<file path="src/pkg/gpio_port_pkg.sv">
`default_nettype none
package gpio_port_pkg;
  localparam int PIN_COUNT = 16;
  localparam int ADDR_WIDTH = 8;
  // Register byte addresses.
  localparam logic [7:0] OUT_LEVEL_STATE_ADDR = 8'h00;
  localparam logic [7:0] OUT_LEVEL_SET_ADDR = 8'h04;
  localparam logic [7:0] OUT_LEVEL_CLEAR_ADDR = 8'h08;
  localparam logic [7:0] OUT_ENABLE_STATE_ADDR = 8'h0C;
  localparam logic [7:0] OUT_ENABLE_SET_ADDR = 8'h10;
  localparam logic [7:0] OUT_ENABLE_CLEAR_ADDR = 8'h14;
  localparam logic [7:0] INPUT_LEVEL_ADDR = 8'h18;
  localparam logic [7:0] IRQ_STATUS_ADDR = 8'h1C;
  localparam logic [7:0] IRQ_STATUS_CLEAR_ADDR = 8'h20;
  localparam logic [7:0] IRQ_MASK_ADDR = 8'h24;
  localparam logic [7:0] INPUT_ENABLE_ADDR = 8'h28;
  localparam logic [7:0] PIN_CONFIG_BASE_ADDR = 8'h40;
  localparam logic [7:0] PIN_IRQ_TYPE_BASE_ADDR = 8'h80;
  // Field positions.
  localparam int FUNC_SEL_LSB = 4;
  localparam int FUNC_SEL_MSB = 5;
  localparam int PULLUP_BIT = 7;
  localparam int IRQ_TYPE_LSB = 7;
  localparam int IRQ_TYPE_MSB = 9;
  localparam logic [1:0] PLAIN_IO_FUNCTION_CODE = 2'h1;
  // Reset values.
  localparam logic [15:0] OUT_LEVEL_RESET = 16'h0000;
  localparam logic [15:0] OUT_ENABLE_RESET = 16'h0000;
  localparam logic [15:0] INPUT_ENABLE_RESET = 16'hFFFF;
  localparam logic [15:0] IRQ_MASK_RESET = 16'h0000;
  localparam logic [1:0] FUNC_SEL_RESET = 2'h0;
  // Interrupt trigger encodings.
  typedef enum logic [2:0] {
    TRIG_OFF = 3'h0,
    TRIG_RISE = 3'h1,
    TRIG_FALL = 3'h2,
    TRIG_BOTH = 3'h3,
    TRIG_LOW = 3'h4,
    TRIG_HIGH = 3'h5
  } trig_t;
  typedef struct packed {
    logic [15:0] level;
    logic [15:0] enable;
  } pin_drive_t;
  typedef struct packed {
    logic [7:0] addr;
    logic [31:0] wdata;
    logic wr;
    logic rd;
  } bus_req_t;
endpackage : gpio_port_pkg
`default_nettype wire

</file>
<file path="src/rtl/gpio_port.sv">
// Function
// - Bits 4-5 select function; one means GPIO.
// - Config bit 7 enables pin pull-up.
// - Enable-set alias ones set enable bits.
// - Enable-clear alias ones clear enable bits.
// - Enable state register readable, writable, reports drivers.
// - Output-clear alias ones drive level low.
// - Output-set alias ones drive level high.
// - Output level register holds and returns levels.
// - Sixteen pins, pin n at bit n.
// - Input register bit mirrors pin level.
// - Input sampling enabled after reset.
// - Input valid only when input enabled.
// - Three-bit trigger type in bits 9:7.
// - Trigger sets sticky status bit until cleared.
// - Status-clear alias ones clear status bits.
`timescale 1ns/1ps
`default_nettype none
module gpio_port #(
  parameter int PINS = gpio_port_pkg::PIN_COUNT // Number of pins.
) (
  input wire logic ref_clk, // System clock.
  input wire logic rst, // Asynchronous reset, active high.
  input wire gpio_port_pkg::bus_req_t busReq, // Register request.
  output logic [31:0] rdata, // Read data, one cycle after read.
  input wire logic [PINS-1:0] pinIn, // Pad input levels.
  output gpio_port_pkg::pin_drive_t pinDrive, // Pad output level and enable.
  output logic [PINS-1:0] pullupEn, // Pad pull-up enables.
  output logic [2*PINS-1:0] funcSel, // Per-pin function selects.
  output logic irq // Level interrupt.
);
  // ----------------------------------------------------------------
  // Decode
  // ----------------------------------------------------------------
  // Per-pin words occupy two 64-byte windows; address bits 5:2 pick the pin.
  logic [PINS-1:0] wbits;
  logic [3:0] pinIdx;
  logic cfgHit;
  logic typeHit;
  assign wbits = busReq.wdata[PINS-1:0];
  assign pinIdx = busReq.addr[5:2];
  assign cfgHit = busReq.addr[7:6] == gpio_port_pkg::PIN_CONFIG_BASE_ADDR[7:6];
  assign typeHit = busReq.addr[7:6] == gpio_port_pkg::PIN_IRQ_TYPE_BASE_ADDR[7:6];
  // Fields of a configuration write, shared by the register logic and its checks.
  logic [1:0] funcField;
  logic pullBit;
  logic [2:0] typeField;
  assign funcField = busReq.wdata[gpio_port_pkg::FUNC_SEL_MSB:gpio_port_pkg::FUNC_SEL_LSB];
  assign pullBit = busReq.wdata[gpio_port_pkg::PULLUP_BIT];
  assign typeField = busReq.wdata[gpio_port_pkg::IRQ_TYPE_MSB:gpio_port_pkg::IRQ_TYPE_LSB];

  // ----------------------------------------------------------------
  // Pin input synchroniser
  // ----------------------------------------------------------------
  logic [PINS-1:0] syncA_reg;
  logic [PINS-1:0] syncB_reg;
  logic [PINS-1:0] prevIn_reg;
  // Two stages guard against metastability; only syncB is read by logic.
  // Reset leaves the edge history low, so a pin idling high looks like a rise; types start off to hide it.
  always_ff @(posedge ref_clk or posedge rst) begin
    if (rst) begin
      syncA_reg <= '0;
      syncB_reg <= '0;
      prevIn_reg <= '0;
    end else begin
      syncA_reg <= pinIn;
      syncB_reg <= syncA_reg;
      prevIn_reg <= syncB_reg;
    end
  end

  // ----------------------------------------------------------------
  // Output level and enable
  // ----------------------------------------------------------------
  logic [PINS-1:0] outLevel_reg;
  logic [PINS-1:0] outEnable_reg;
  // Each alias has its own address, so one write touches one of them; zero bits are ignored.
  // A write to the state address replaces every bit; the aliases touch only the bits written as one.
  always_ff @(posedge ref_clk or posedge rst) begin
    if (rst) begin
      outLevel_reg <= gpio_port_pkg::OUT_LEVEL_RESET;
    end else if (busReq.wr) begin
      if (busReq.addr == gpio_port_pkg::OUT_LEVEL_STATE_ADDR) begin
        outLevel_reg <= wbits;
      end else if (busReq.addr == gpio_port_pkg::OUT_LEVEL_SET_ADDR) begin
        outLevel_reg <= outLevel_reg | wbits;
      end else if (busReq.addr == gpio_port_pkg::OUT_LEVEL_CLEAR_ADDR) begin
        outLevel_reg <= outLevel_reg & ~wbits;
      end
    end
  end

  // Output driver enables.
  always_ff @(posedge ref_clk or posedge rst) begin
    if (rst) begin
      outEnable_reg <= gpio_port_pkg::OUT_ENABLE_RESET;
    end else if (busReq.wr) begin
      if (busReq.addr == gpio_port_pkg::OUT_ENABLE_STATE_ADDR) begin
        outEnable_reg <= wbits;
      end else if (busReq.addr == gpio_port_pkg::OUT_ENABLE_SET_ADDR) begin
        outEnable_reg <= outEnable_reg | wbits;
      end else if (busReq.addr == gpio_port_pkg::OUT_ENABLE_CLEAR_ADDR) begin
        outEnable_reg <= outEnable_reg & ~wbits;
      end
    end
  end

  // ----------------------------------------------------------------
  // Per-pin configuration
  // ----------------------------------------------------------------
  logic [1:0] funcSel_reg [PINS];
  logic [PINS-1:0] pullup_reg;
  logic [2:0] trigType_reg [PINS];
  logic [PINS-1:0] inEnable_reg;
  logic [PINS-1:0] irqMask_reg;
  // Software stores function number minus one; the block only keeps the code.
  // Four address bits pick the pin, so a write can never land outside the sixteen slots.
  always_ff @(posedge ref_clk or posedge rst) begin
    if (rst) begin
      for (int i = 0; i < PINS; i++) begin
        funcSel_reg[i] <= gpio_port_pkg::FUNC_SEL_RESET;
        trigType_reg[i] <= gpio_port_pkg::TRIG_OFF;
      end
      pullup_reg <= '0;
    end else if (busReq.wr && cfgHit) begin
      funcSel_reg[pinIdx] <= funcField;
      pullup_reg[pinIdx] <= pullBit;
    end else if (busReq.wr && typeHit) begin
      trigType_reg[pinIdx] <= typeField;
    end
  end

  // Input enables start on so the input register works untouched.
  always_ff @(posedge ref_clk or posedge rst) begin
    if (rst) begin
      inEnable_reg <= gpio_port_pkg::INPUT_ENABLE_RESET;
      irqMask_reg <= gpio_port_pkg::IRQ_MASK_RESET;
    end else if (busReq.wr) begin
      if (busReq.addr == gpio_port_pkg::INPUT_ENABLE_ADDR) begin
        inEnable_reg <= wbits;
      end else if (busReq.addr == gpio_port_pkg::IRQ_MASK_ADDR) begin
        irqMask_reg <= wbits;
      end
    end
  end

  // ----------------------------------------------------------------
  // Input level and interrupt detection
  // ----------------------------------------------------------------
  logic [PINS-1:0] inLevel;
  logic [PINS-1:0] trigHit;
  // A disabled input reads zero rather than a stale or floating level.
  assign inLevel = syncB_reg & inEnable_reg;

  // Edge detection compares the synchronised level with one cycle earlier.
  always_comb begin
    for (int i = 0; i < PINS; i++) begin
      unique case (trigType_reg[i])
        gpio_port_pkg::TRIG_RISE: trigHit[i] = inLevel[i] & ~prevIn_reg[i];
        gpio_port_pkg::TRIG_FALL: trigHit[i] = ~inLevel[i] & prevIn_reg[i] & inEnable_reg[i];
        gpio_port_pkg::TRIG_BOTH: trigHit[i] = inEnable_reg[i] & (syncB_reg[i] ^ prevIn_reg[i]);
        gpio_port_pkg::TRIG_LOW: trigHit[i] = inEnable_reg[i] & ~syncB_reg[i];
        gpio_port_pkg::TRIG_HIGH: trigHit[i] = inLevel[i];
        default: trigHit[i] = 1'b0;
      endcase
    end
  end

  logic [PINS-1:0] irqStatus_reg;
  logic [PINS-1:0] irqStatus_next;
  logic statusClrWr;
  assign statusClrWr = busReq.wr && (busReq.addr == gpio_port_pkg::IRQ_STATUS_CLEAR_ADDR);
  // A trigger in the clearing cycle wins so no event is lost.
  // Level types set the bit every cycle, so a clear only sticks once the level has gone.
  assign irqStatus_next = (irqStatus_reg & ~(statusClrWr ? wbits : '0)) | trigHit;
  always_ff @(posedge ref_clk or posedge rst) begin
    if (rst) begin
      irqStatus_reg <= '0;
    end else begin
      irqStatus_reg <= irqStatus_next;
    end
  end

  // The interrupt line is an OR of registers, so it never glitches during a bus cycle.
  assign irq = |(irqStatus_reg & irqMask_reg);
  logic maskWr;
  logic [PINS-1:0] maskedHit;
  assign maskWr = busReq.wr && (busReq.addr == gpio_port_pkg::IRQ_MASK_ADDR);
  assign maskedHit = trigHit & irqMask_reg;

  // ----------------------------------------------------------------
  // Read port
  // ----------------------------------------------------------------
  logic [31:0] rdata_next;
  // Unmapped addresses and write-only aliases fall through to zero.
  always_comb begin
    rdata_next = 32'h0000_0000;
    if (cfgHit) begin
      rdata_next[gpio_port_pkg::FUNC_SEL_MSB:gpio_port_pkg::FUNC_SEL_LSB] = funcSel_reg[pinIdx];
      rdata_next[gpio_port_pkg::PULLUP_BIT] = pullup_reg[pinIdx];
    end else if (typeHit) begin
      rdata_next[gpio_port_pkg::IRQ_TYPE_MSB:gpio_port_pkg::IRQ_TYPE_LSB] = trigType_reg[pinIdx];
    end else begin
      unique case (busReq.addr)
        gpio_port_pkg::OUT_LEVEL_STATE_ADDR: rdata_next[PINS-1:0] = outLevel_reg;
        gpio_port_pkg::OUT_ENABLE_STATE_ADDR: rdata_next[PINS-1:0] = outEnable_reg;
        gpio_port_pkg::INPUT_LEVEL_ADDR: rdata_next[PINS-1:0] = inLevel;
        gpio_port_pkg::IRQ_STATUS_ADDR: rdata_next[PINS-1:0] = irqStatus_reg;
        gpio_port_pkg::IRQ_MASK_ADDR: rdata_next[PINS-1:0] = irqMask_reg;
        gpio_port_pkg::INPUT_ENABLE_ADDR: rdata_next[PINS-1:0] = inEnable_reg;
        default: rdata_next = 32'h0000_0000;
      endcase
    end
  end

  // Read data stands only in the cycle after the strobe.
  always_ff @(posedge ref_clk or posedge rst) begin
    if (rst) begin
      rdata <= 32'h0000_0000;
    end else begin
      rdata <= busReq.rd ? rdata_next : 32'h0000_0000;
    end
  end

  // ----------------------------------------------------------------
  // Pad outputs
  // ----------------------------------------------------------------
  // Pad controls come straight from registers, so they never glitch.
  assign pinDrive.level = outLevel_reg;
  assign pinDrive.enable = outEnable_reg;
  assign pullupEn = pullup_reg;
  always_comb begin
    for (int i = 0; i < PINS; i++) begin
      funcSel[2*i +: 2] = funcSel_reg[i];
    end
  end

  // Per-pin checks tie each trigger condition to its own status bit.
  for (genvar g = 0; g < PINS; g++) begin : g_pin

  end
endmodule : gpio_port
`default_nettype wire

</file>
<file path="config.mk">
export PLATFORM = sky130hd
export DESIGN_NAME = gpio_port
export DESIGN_NICKNAME = d
export VERILOG_FILES = /design/src/pkg/gpio_port_pkg.sv /design/src/rtl/gpio_port.sv
export SDC_FILE = /design/constraint.sdc
export NUM_CORES = 1
export LEC_CHECK = 0
export BUFFER_PORTS_ARGS = -buffer_cell sky130_fd_sc_hd__buf_4
export CAP_MARGIN = 15
export CORE_MARGIN = 1
export CORE_UTILIZATION = 40
export DETAILED_ROUTE_END_ITERATION = 8
export PLACE_DENSITY = 0.7
export RECOVER_POWER = 25
export SKIP_LAST_GASP = 1
export SYNTH_ARGS = -nofsm -noshare
export SYNTH_HDL_FRONTEND = slang
export SYNTH_SLANG_ARGS = --single-unit
</file>
<file path="constraint.sdc">
create_clock -name ref_clk -period 7.3 [get_ports ref_clk]
set_input_delay 0.365 -clock ref_clk [delete_from_list [all_inputs] [get_ports ref_clk]]
set_output_delay 0.365 -clock ref_clk [all_outputs]
set_load 0.005 [all_outputs]
</file>
# ---- Word-level counts from Yosys, hierarchy flattened
# Index checks and enable logic that the tools add are counted.
dict set report word_totals {
  register_bits 256
  latch_bits 0
  mem_bits_rw 0
  mem_bits_ro 0
  input_bits 60
  out_inout_bits 113
  word_cells 359
  n_memories 0
}
dict set report op_classes {
  n_addsub 0
  n_mul 0
  n_div 0
  order_cmp 4
  n_eq_ne 92
  shift 0
  mux 50
  n_bitwise 157
  n_reduce_logical 14
}
# operator n
set ops {}
lappend ops {{$mux 16} 7}
lappend ops {{$eq 3x2->1 const B} 32}
lappend ops {{$eq 3x3->1 const B} 32}
lappend ops {{$pmux 16 s6} 1}
lappend ops {{$and 1x1->1} 80}
lappend ops {{$and 16x16->16} 5}
lappend ops {{$pmux 1 s5} 16}
lappend ops {{$not 1->1} 50}
lappend ops {{$bwmux 48} 1}
lappend ops {{$eq 3x1->1 const B} 16}
lappend ops {{$or 16x16->16} 3}
lappend ops {{$bwmux 32} 1}
lappend ops {{$eq 8x5->1 const B} 4}
lappend ops {{$mux 32} 1}
lappend ops {{$not 16->16} 2}
lappend ops {{$eq 8x6->1 const B} 3}
lappend ops {{$mux 24} 1}
lappend ops {{$bwmux 16} 1}
lappend ops {{$eq 8x4->1 const B} 2}
lappend ops {{$reduce_or 16->1} 1}
lappend ops {{$xor 1x1->1} 16}
lappend ops {{$bmux 3 s4} 1}
lappend ops {{$demux 3 s4} 1}
lappend ops {{$mux 3} 4}
lappend ops {{other kinds (22)} 36}

# ---- Depth between registers and ports, before layout
# Gate-level depths: netlist (run 1).
dict set report depth {
  word_depth 7
  depth_mapped 9
  depth_no_buf 5
}

# ---- Worst setup path before layout (run 1)
# No wires, ideal clock.
dict set report synth_timing {
  path_type {input -> register}
  start {input port busReq[36] in the netlist's numbering}
  end {register funcSel_reg (netlist bit funcSel[18])}
  setup_ns 0.125
  arrival_ns 1.860
  t_required_ns 7.175
  path_slack_ns 5.315
  stages 6
  path_buffers 3
  path_cell_list {buf_2 > buf_2 > buf_2 > nand2b_1 > nor3_1 > mux2_2}
}
dict set report synth_between {
  elab_chain_cells 6
  elab_cells_between_ends 7
  classes_between {order compare (2); mux (3); bitwise (1); reduce/logical (1)}
}
# element line_no
set synth_rtl {}
lappend synth_rtl {{from (decl)} gpio_port.sv:24} ;# input wire gpio_port_pkg::bus_req_t busReq,
lappend synth_rtl {{$not 4->5 (not written as such) (*)} gpio_port.sv:126} ;# funcSel_reg[pinIdx] <= funcField;
lappend synth_rtl {{$ge 5x5->1 (not written as such) / $lt 5x1->1 (equally long branches)} gpio_port.sv:126}
lappend synth_rtl {{$logic_and 1x1->1 (not written as such)} gpio_port.sv:126}
lappend synth_rtl {{$mux 2 (not written as such)} gpio_port.sv:126}
lappend synth_rtl {{$demux 2 s4 (*)} gpio_port.sv:126}
lappend synth_rtl {{$bwmux 32 (*)} gpio_port.sv:126}
lappend synth_rtl {{to (signal, indexed assignment)} gpio_port.sv:121} ;# funcSel_reg[i] <= gpio_port_pkg::FUNC_SEL_RESET;
lappend synth_rtl {{to (signal, indexed assignment)} gpio_port.sv:126}
lappend synth_rtl {{to (decl)} gpio_port.sv:111} ;# logic [1:0] funcSel_reg [PINS];
# Every way passes the cells marked *; elsewhere a longest branch is shown, timed or not.
# A chain may end at the register's enable or synchronous reset.

==> out/qor.yml, run 1 <==
power_w: 0.003473
fin_ws_ns: 3.487
synthCells: 891
switching_share_pct: 25.23
synth_ff_type: "dfrtp_1"
crit_fanout: 87
worstSetupPathType: "in2async"
drtAntennaViolNets: 0
row_count: 60
syn_to_final_growth_pct: 21.76
drt_iter0_drc: 779
cp.arrival_ns: 4.32
gp_congestion: 0.9336
worst_pin_slew_ns: 3.831
regArea_mm2: 0.006026
yosys.cell_types.count: 52
grt_max_degree: 88
synth_edf_count: 0
fin_crit_sh_pct: 52.23
portBuffers: 140
grt_pass1_vias: 8017
p_int_w: 0.002597
vias: 8049
fmax_mhz: 262.3
root_buffer: "clkbuf_16"
die_y_um: 168.5
reg2reg_from: "pullupEn[7]"
power_density_mw_per_mm2: 257.1
n_antenna_cell: 0
cts_buffer_depth: 3
async_reset_ff_share_pct: 100.0
fill_cells: 2340
grt.overflow.total: 0
synth-seq-cells: 240
pin_count: 173
ys_seq_area_share_pct: 54.32
critPathLaunchType: "input pin"
tns_ns: 0
fin_skew_ns: 0.01533
grt_pass1_wl_um: 48200
start_util_pct: 40.93
slew_headroom_pct: -156.8
critPathCaptureType: "async pin"
post_drt_wl_per_cell_um: 21.72
postPlaceCellArea_mm2: 0.01238
pwr-share-comb_pct: 13.2
rr_worst_depth: 5
antenna_found_initial: 0
place_hpwl_um: 21180
setup_viol: 0
cts_setup_buffers: 0
r2r_slack_ns: 5.33
p_seq_share_pct: 46.3
netlist_area_mm2: 0.01109
pre_cts_slack_ns: 3.862
min_path_type: "in2reg"
drive_gt1_share_pct: 35.86
crit_required_ns: 7.81
path_clk_slew_ns: 0.06
design.core.area_mm2: 0.02710
fin_area_mm2: 0.01351
dr.pass1.iters: 5
vias_per_cell: 5.644
min_path_cells: 2
violations: "max-capacitance violations, max-slew violations"
netSwitchingPower_w: 0.0008759
hp-start: "busReq[17]"
ctsHtreeMaxLevel: 1
status: "finished, violations left"
numCtsBuffers: 27
nets: 1094
avgSynthCellArea_um2: 12.45
die_area_mm2: 0.02840
yosys_warnings: 0
final_cells: 1426
cts_tree: "built"
drc: 0
routed_wirelength_um: 30970
chipWidth_um: 168.5
r2r-end: "rdata[7]"
finalHoldViolCount: 0
clock_latency_ns: 0.53
rsz0062_at_grt: "no"
pwr-share-clk_pct: 40.5
ir_drop_uv: 143.4
fin_crit_ns: 3.813
multi_input_area_mm2: 0.004701
cts_sinks: 240
grtUsageTotal_pct: 22.10
slew_viol_final: 88
drv_cap: 1
dp_cells: 1358
p_leak_nw: 6.231
## cell usage in the layout (no fill, tap or decap), types with 5 or more instances in the layout
| cell | count |
|---|---|
| dfrtp_1 | 224 |
| mux2_2 | 132 |
| buf_4 | 121 |
| nand2_1 | 64 |
| o21ai_0 | 55 |
| nor2_1 | 49 |
| a22o_1 | 42 |
| clkbuf_4 | 28 |
| clkbuf_16 | 27 |
| a22oi_1 | 22 |
| mux4_2 | 22 |
| mux2i_1 | 19 |
| dlygate4sd3_1 | 17 |
| inv_1 | 16 |
| conb_1 | 16 |
| dfstp_2 | 16 |
| nand3_1 | 15 |
| xor2_1 | 15 |
| a311o_1 | 15 |
| a32o_1 | 15 |
| a21o_1 | 11 |
| a21oi_1 | 10 |
| nor3_1 | 9 |
| clkbuf_8 | 9 |
| nor2b_1 | 8 |
| o22ai_1 | 8 |
| a221oi_1 | 7 |
| nand2b_1 | 6 |
| clkbuf_1 | 6 |
| nor3_2 | 5 |
## through the flow
| step | utilization (%) | hold slack (ns) |
|---|---|---|
| 3_3_place_gp | 45.69 | 0.3356 |
| 2_1_floorplan | - | 0.3312 |
| 3_5_place_dp | 45.69 | 0.3347 |
| 6_report | 49.84 | 0.1142 |
| 5_1_grt | 49.84 | 0.1238 |
| 4_1_cts | 49.76 | 0.1036 |
## critical path, cell delays in order
cell	delay, ns
dlygate4sd3_1	0.53
clkbuf_4	0.13
clkinvlp_2	2.12
buf_4	1.06
## cells in the mapped netlist (2+ instances only)
| library cell | n | area [um^2] |
|---|---|---|
| a21o_1 | 11 | 82.58 |
| a21oi_1 | 10 | 50.05 |
| a221o_1 | 2 | 20.02 |
| a221oi_1 | 7 | 61.31 |
| a22o_1 | 42 | 367.9 |
| a22oi_1 | 22 | 165.2 |
| a311o_1 | 15 | 150.1 |
| a311oi_1 | 3 | 26.28 |
| a32o_1 | 15 | 150.1 |
| and2_0 | 2 | 12.51 |
| and2_1 | 4 | 25.02 |
| and3_1 | 4 | 25.02 |
| buf_1 | 3 | 11.26 |
| buf_2 | 21 | 105.1 |
| buf_4 | 19 | 142.6 |
| clkbuf_1 | 24 | 90.09 |
| dfrtp_1 | 224 | 5605 |
| dfstp_2 | 16 | 420.4 |
| inv_1 | 17 | 63.81 |
| mux2_2 | 132 | 1486 |
| mux2i_1 | 19 | 190.2 |
| mux4_2 | 22 | 495.5 |
| nand2_1 | 64 | 240.2 |
| nand2b_1 | 6 | 37.54 |
| nand3_1 | 15 | 75.07 |
| nor2_1 | 49 | 183.9 |
| nor2b_1 | 8 | 50.05 |
| nor3_1 | 9 | 45.04 |
| nor3_2 | 5 | 50.05 |
| nor4_4 | 2 | 42.54 |
| o211ai_1 | 2 | 15.01 |
| o21ai_0 | 55 | 275.3 |
| o22ai_1 | 8 | 50.05 |
| or2_2 | 2 | 12.51 |
| xor2_1 | 15 | 131.4 |
## power by group through the flow
| stage | clock network [W] | logic, W | registers (W) |
|---|---|---|---|
| 2_1_floorplan | 0 | 0.000277 | 0.00158 |
| 3_3_place_gp | 0 | 0.000440 | 0.00162 |
| 3_5_place_dp | 0 | 0.000451 | 0.00163 |
| 4_1_cts | 0.00143 | 0.000461 | 0.00161 |
| 5_1_grt | 0.00148 | 0.000495 | 0.00162 |
| 6_report | 0.00141 | 0.000458 | 0.00161 |
## how the worst max path moves through the flow
stage               depth (start not counted)  slack (ns)  startpoint           end
floorplan                                   1        0.37         rst     async pin
global placement                            6        3.90  busReq[37]          flop
detailed placement                          6        3.86  busReq[37]          flop
CTS                                         6        4.40  busReq[37]          flop
global route                                4        2.70         rst  syncB_reg[2]
finish                                      4        3.49         rst  syncB_reg[0]
## logic make-up after synthesis
logic type      count (synthesis)  synth area share (%)
compound gates                198                 13.23
xor+xnor                       15                 1.184
buf+inv                        86                 3.869
flops                         240                 54.32
mux                           173                 19.58
other cells                     1               0.03380
simple gates                  178                 7.783
## layout make-up
cell class                 count  share of cell area [%]
multi-input combinational    580                   34.80
inverter                      17                  0.4817
clock buffer                  42                   6.086
sequential                   240                   44.61
tap                          372                   3.446
clock inverter                 7                  0.8337
timing repair buffer         168                   9.736
## routing by layer
| layer | vias up | wire length (um) | global-route usage (%) |
|---|---|---|---|
| met5 | - | 0 | 0 |
| met3 | 57 | 2181 | 4.349 |
| met1 | 4091 | 13080 | 30.45 |
| li1 | 3549 | - | - |
| met2 | 352 | 14960 | 35.70 |
| met4 | 0 | 757 | 5.968 |
## repair_timing
| item | CTS | global route |
|---|---|---|
| hold buffers | 17 | 0 |
| resized for setup | 0 | 0 |
| hold endpoints to repair | 97 | 0 |
(Power assumes the default switching activity.)
==> run 2: changes to the inputs <==
--- a/config.mk
+++ b/config.mk
@@ -10,7 +10,7 @@
 export CORE_MARGIN = 1
 export CORE_UTILIZATION = 40
 export DETAILED_ROUTE_END_ITERATION = 8
-export PLACE_DENSITY = 0.7
+export PLACE_DENSITY = 0.68
 export RECOVER_POWER = 25
 export SKIP_LAST_GASP = 1
 export SYNTH_ARGS = -nofsm -noshare
==> constraint.sdc (replaced) <==
create_clock -name ref_clk -period 4 [get_ports ref_clk]
set_input_delay 0.2 -clock ref_clk [delete_from_list [all_inputs] [get_ports ref_clk]]
set_output_delay 0.2 -clock ref_clk [all_outputs]
set_load 0.005 [all_outputs]
==> run 2 against run 1 <==
The flow still finishes with violations (max-capacitance violations, max-slew violations); wire length rose by 2.0%; cell count rose by 1.6%; clock power rose by 81%; critical endpoint is now irqStatus_reg[13]; largest cell class unchanged; largest power group unchanged.
==> out/qor.yml, run 2 (same netlist as run 1, synthesis figures left out) <==
status: "finished, violations left"  # unchanged
violations: "max-capacitance violations, max-slew violations"  # unchanged
cts_buffer_depth: 3  # unchanged
cts_setup_buffers: 0  # unchanged
slew_headroom_pct: -11.72  # was -156.8%
design.core.area_mm2: 0.02710  # unchanged
cts_tree: "built"  # unchanged
routed_wirelength_um: 31600  # was 30970 um
fin_crit_ns: 2.579
grt_pass1_wl_um: 48850  # was 48200 um
p_leak_nw: 6.329  # was 6.231 nW
place_hpwl_um: 21850  # was 21180 um
vias: 8271  # was 8049
worstSetupPathType: "in2async"  # unchanged
ir_drop_uv: 289.5  # was 143.4 uV
fmax_mhz: 387.7
r2r-end: "rdata[7]"  # unchanged
r2r_slack_ns: 2.10  # was 5.33 ns
critPathLaunchType: "input pin"  # unchanged
drive_gt1_share_pct: 35.93  # was 35.86%
rsz0062_at_grt: "no"  # unchanged
final_util_pct: 50.49  # was 49.84%
drc: 0  # unchanged
fill_cells: 2391  # was 2340
numCtsBuffers: 27  # unchanged
rr_worst_depth: 5  # unchanged
netSwitchingPower_w: 0.001620  # was 0.0008759 W
grtUsageTotal_pct: 22.46  # was 22.10%
slowest_stage: "clkbuf_2"  # was clkinvlp_2
slew_viol_final: 67  # was 88
setup_viol: 0  # unchanged
critPathLaunch: "rst"  # unchanged
cpPeakStageDelay_ns: 1.31  # was 2.12 ns
gp_congestion: 0.9112  # was 0.9336
drtAntennaViolNets: 0  # unchanged
postCtsHoldBufs: 29  # was 17
start_util_pct: 40.93  # unchanged
min_path_type: "in2reg"  # unchanged
p_int_w: 0.004718  # was 0.002597 W
path_clk_slew_ns: 0.06  # about the same
switching_share_pct: 25.57  # was 25.23%
cts_sinks: 240  # unchanged
root_buffer: "clkbuf_16"  # unchanged
p_seq_share_pct: 46.3  # about the same
vias_per_cell: 5.708  # was 5.644
min_to: "rdata[4]"
regArea_mm2: 0.006026  # unchanged
clock_latency_ns: 0.54  # was 0.53 ns
grt_pass1_vias: 8055  # was 8017
critPathCaptureType: "async pin"  # unchanged
power_density_mw_per_mm2: 463.2  # was 257.1 mW/mm^2
min_path_cells: 3  # was 2
worstPathCellList: "dlygate4sd3_1 -> clkbuf_4 -> clkinvlp_2 -> clkbuf_2"  # was dlygate4sd3_1 -> clkbuf_4 -> clkinvlp_2 -> buf_4
pwr-share-clk_pct: 40.2  # was 40.5%
pin_count: 173  # unchanged
die_y_um: 168.5  # unchanged
fin_crit_sh_pct: 64.48
drv_cap: 1  # unchanged
multi_input_area_mm2: 0.004701  # unchanged
chipWidth_um: 168.5  # unchanged
grt_max_degree: 91  # was 88
layout_commonest_cell: "dfrtp_1"  # unchanged
worst_pin_slew_ns: 1.676  # was 3.831 ns
crit_fanout: 66  # was 87
tns_ns: 0  # unchanged
die_area_mm2: 0.02840  # unchanged
nets: 1116  # was 1094
hp-start: "busReq[40]"  # was busReq[17]
cts_resized: 0  # unchanged
dr.pass1.iters: 5  # unchanged
pwr-share-comb_pct: 13.5  # was 13.2%
cp.arrival_ns: 2.91  # was 4.32 ns
post_drt_wl_per_cell_um: 21.81  # was 21.72 um
finalHoldViolCount: 0  # unchanged
grt.overflow.total: 0  # unchanged
antenna_found_initial: 0  # unchanged
syn_to_final_growth_pct: 23.35  # was 21.76%
ctsHtreeMaxLevel: 1  # unchanged
crit_required_ns: 4.33  # was 7.81 ns
n_antenna_cell: 0  # unchanged
fin_skew_ns: 0.01484  # was 0.01533 ns
portBuffers: 140  # unchanged
final_cell_mix: "dfrtp_1 (224), buf_4 (141), mux2_2 (132), nand2_1 (64), o21ai_0 (55)"  # was dfrtp_1 (224), mux2_2 (132), buf_4 (121), nand2_1 (64), o21ai_0 (55)
row_count: 60  # unchanged
reg2reg_from: "pullupEn[5]"  # was pullupEn[7]
drt_iter0_drc: 731  # was 779
-- run 2: changes by cell type in the layout (fill, tap and decap cells not counted), sizes merged --
| cell | change |
|---|---|
| clkinv | +3 |
| clkbuf | -14 |
| inv | +2 |
| bufinv | +1 |
| dlygate4sd3 | +12 |
| buf | +19 |
-- run 2: how the worst max path moves through the flow --
stage / cells after the start / slack (ns) / to
after CTS: 4 / 1.62 / irq
after global routing: 4 / 0.93 / async pin
final: 4 / 1.42 / irqStatus_reg[13]
after floorplan: 1 / 0.67 / async pin
after global placement: 6 / 1.37 / irqMask_reg[14]
after detailed placement: 6 / 1.34 / irqMask_reg[4]
-- run 2: per-stage QoR --
step                hold WS, ns  instances  area (um^2)  power, W  worst slack, ns
finish                  0.04755       1449        13680  0.006338            1.421
global route            0.07012       1449        13680  0.006577           0.9343
CTS                     0.02663       1449        13700  0.006378            1.625
detailed placement       0.2947       1370        12490  0.003804            1.336
global placement         0.3035       1370        12490  0.003780            1.368
floorplan                0.2314        906        11150  0.003390           0.6652
-- run 2: critical path, delay by kind of cell --
family | cells | cell delay, ns
buffers and inverters | 4 | 2.61
-- run 2: power groups by stage --
stage          clock, W  combinational (W)  sequential, W
2_1_floorplan         0           0.000506        0.00288
3_3_place_gp          0           0.000817        0.00296
3_5_place_dp          0           0.000834        0.00297
4_1_cts         0.00259           0.000861        0.00293
5_1_grt         0.00269           0.000924        0.00297
6_report        0.00255           0.000855        0.00294
-- run 2: area by class of cell --
type,instances,area share (%)
Sequential cell,240,44.04
Multi-Input combinational cell,580,34.35
Timing Repair Buffer,190,11.00
Clock buffer,37,5.432
Tap cell,372,3.402
Clock inverter,13,1.298
Inverter,17,0.4755
-- run 2: per-layer routing --
layer	part of all wire, %	global-route usage (%)	routed length [um]
met1	43	31.59	13430
met2	48	35.63	15170
met3	6.6	3.601	2096
met4	2.9	7.154	905
met5	0	0	0
==> run 3: changes to the inputs <==
--- a/config.mk
+++ b/config.mk
@@ -10,7 +10,7 @@
 export CORE_MARGIN = 1
 export CORE_UTILIZATION = 40
 export DETAILED_ROUTE_END_ITERATION = 8
-export PLACE_DENSITY = 0.68
+export PLACE_DENSITY = 0.7
 export RECOVER_POWER = 25
 export SKIP_LAST_GASP = 1
 export SYNTH_ARGS = -nofsm -noshare
==> constraint.sdc (replaced) <==
create_clock -name ref_clk -period 2.3 [get_ports ref_clk]
set_input_delay 0.115 -clock ref_clk [delete_from_list [all_inputs] [get_ports ref_clk]]
set_output_delay 0.115 -clock ref_clk [all_outputs]
set_load 0.005 [all_outputs]
==> run 3 against run 2 <==
The flow still finishes with violations (max-capacitance violations, max-slew violations); global-route usage increased by 0.50 points; via count grew 1.9%; hold slack worse by 0.022 ns; design area is 1.7% higher; power is 73% higher; flip-flop and latch count stayed put; register-to-register slack worse by 1.6 ns; cell count increased by 1.8%; clock skew shrank 0.00057 ns; largest cell class unchanged.
==> out/qor.yml, run 3 (same netlist as run 1, synthesis figures left out) <==
gp_congestion: 0.9493  # was 0.9112
vias_per_cell: 5.714  # was 5.708
cts_tree: "built"  # unchanged
design.core.area_mm2: 0.02710  # unchanged
slowest_stage: "a221oi_1"  # was clkbuf_2
grt_max_degree: 124  # was 91
fmax_mhz: 452.7
rr_worst_depth: 4  # was 5
p_leak_nw: 6.469  # was 6.329 nW
post_drt_wl_per_cell_um: 22.06  # was 21.81 um
critPathLaunchType: "flop"  # was input pin
cp.arrival_ns: 2.09  # was 2.91 ns
dp_cells: 1395  # was 1370
layout_commonest_cell: "dfrtp_1"  # unchanged
row_count: 60  # unchanged
worstSetupPathType: "reg2out"  # was in2async
cts_buffer_depth: 3  # unchanged
worstPathCellList: "a22o_1 -> a221oi_1 -> nand4_1 -> buf_4"  # was dlygate4sd3_1 -> clkbuf_4 -> clkinvlp_2 -> clkbuf_2
cpPeakStageDelay_ns: 0.46  # was 1.31 ns
tns_ns: 0  # unchanged
critPathCaptureType: "output port"  # was async pin
start_util_pct: 40.93  # unchanged
die_y_um: 168.5  # unchanged
drc: 0  # unchanged
cts_setup_buffers: 0  # unchanged
dr.pass1.iters: 6  # was 5
crit_fanout: 3  # was 66
crit_required_ns: 2.18  # was 4.33 ns
numCtsBuffers: 26  # was 27
pin_count: 173  # unchanged
ctsHtreeMaxLevel: 1  # unchanged
grt.overflow.total: 0  # unchanged
slew_headroom_pct: -14.84  # was -11.72%
clock_latency_ns: 0.53  # was 0.54 ns
root_buffer: "clkbuf_16"  # unchanged
vias: 8428  # was 8271
final_cell_mix: "dfrtp_1 (224), buf_4 (163), mux2_2 (132), nand2_1 (64), o21ai_0 (55)"  # was dfrtp_1 (224), buf_4 (141), mux2_2 (132), nand2_1 (64), o21ai_0 (55)
worst_pin_slew_ns: 1.723  # was 1.676 ns
setup_viol: 0  # unchanged
portBuffers: 140  # unchanged
cts_sinks: 240  # unchanged
antenna_found_initial: 1  # was 0
finalHoldViolCount: 0  # unchanged
place_hpwl_um: 22690  # was 21850 um
grtUsageTotal_pct: 22.95  # was 22.46%
cp.buffers_inverters: 1  # was 4
drive_gt1_share_pct: 37.39  # was 35.93%
reg2reg_from: "trigType_reg[16]"  # was pullupEn[5]
critPathLaunch: "irqStatus_reg[11]"  # was rst
routed_wirelength_um: 32540  # was 31600 um
min_path_cells: 3  # unchanged
final_cells: 1475  # was 1449
hp-start: "busReq[6]"  # was busReq[40]
slew_viol_final: 242  # was 67
die_area_mm2: 0.02840  # unchanged
min_path_type: "in2reg"  # unchanged
drv_cap: 2  # was 1
fin_skew_ns: 0.01427  # was 0.01484 ns
status: "finished, violations left"  # unchanged
critPathTopFamily: "compound AO/OA/AOI/OAI gates"  # was buffers and inverters
rsz0062_at_grt: "no"  # unchanged
path_clk_slew_ns: 0.06  # about the same
chipWidth_um: 168.5  # unchanged
grt_pass1_vias: 8416  # was 8055
drt_iter0_drc: 847  # was 731
drtAntennaViolNets: 0  # unchanged
fin_crit_ns: 2.209
ir_drop_uv: 488.2  # was 289.5 uV
syn_to_final_growth_pct: 25.45  # was 23.35%
power_density_mw_per_mm2: 786.8  # was 463.2 mW/mm^2
grt_pass1_wl_um: 49770  # was 48850 um
power_w: 0.01095  # was 0.006338 W
violations: "max-capacitance violations, max-slew violations"  # unchanged
cp_num_cells: 4  # unchanged
fin_crit_sh_pct: 96.03
nets: 1143  # was 1116
## run 3: changes by cell type in the layout (fill, tap and decap cells not counted), sizes merged
| cell | delta |
|---|---|
| dlygate4sd3 | +3 |
| inv | -2 |
| diode | +1 |
| bufinv | -1 |
| buf | +25 |
| clkinv | +2 |
| clkbuf | -2 |
## run 3: what timing repair did
action / 4_1_cts / 5_1_grt
resized for setup: 0 / 0
hold buffers: 32 / 0
endpoints found under the hold margin: 299 / 0
## run 3: layout make-up
class	count	area (um^2)
Tap cell	372	465.4
Fill cell	2330	13190
Antenna cell	1	2.502
Inverter	17	67.56
Clock buffer	35	745.7
Multi-Input combinational cell	580	4701
Timing Repair Buffer	218	1763
Clock inverter	12	145.1
Sequential cell	240	6026
## run 3: tightest hold or removal path, cell delays in order
cell and delay (ns):
buf_4 0.20, nand2_1 0.08, a32o_1 0.11
## run 3: per-layer routing
metal  vias to the layer above  track usage, %  wire [um]
met4                         0           8.221       1024
met3                        76           4.676       2588
met5                         -               0          0
met1                      4284           30.48      13280
met2                       423           37.36      15650
li1                       3645               -          -
## run 3: final timing paths
check / endpoint / slack [ns]
min in group asynchronous: funcSel[16] / 0.70
hold reg to reg: syncB_reg[3] / 0.34
setup / recovery: irq / 0.09
hold / removal: irqStatus_reg[4] / 0.03
setup reg to reg: rdata[8] / 0.46
max in group asynchronous: irqStatus_reg[14] / 0.42
## run 3: report_power, final
part | total (W) | switching, W | internal, W
Clock | 0.00432 | 0.00171 | 0.00261
Sequential | 0.00511 | 0.000455 | 0.00466
Combinational | 0.00152 | 0.000667 | 0.000850
## run 3: per-stage QoR
| step | hold slack [ns] | setup WS [ns] | util (%) | cell area (um^2) |
|---|---|---|---|---|
| after global placement | 0.2254 | 0.2461 | 46.98 | 12730 |
| final | 0.02568 | 0.09127 | 51.35 | 13920 |
| after floorplan | 0.1464 | -0.9498 | - | 11150 |
| after global routing | 0.03375 | 0.06710 | 51.34 | 13910 |
| after detailed placement | 0.2256 | 0.2309 | 46.98 | 12730 |
| after CTS | 0.003585 | 0.09245 | 51.45 | 13940 |
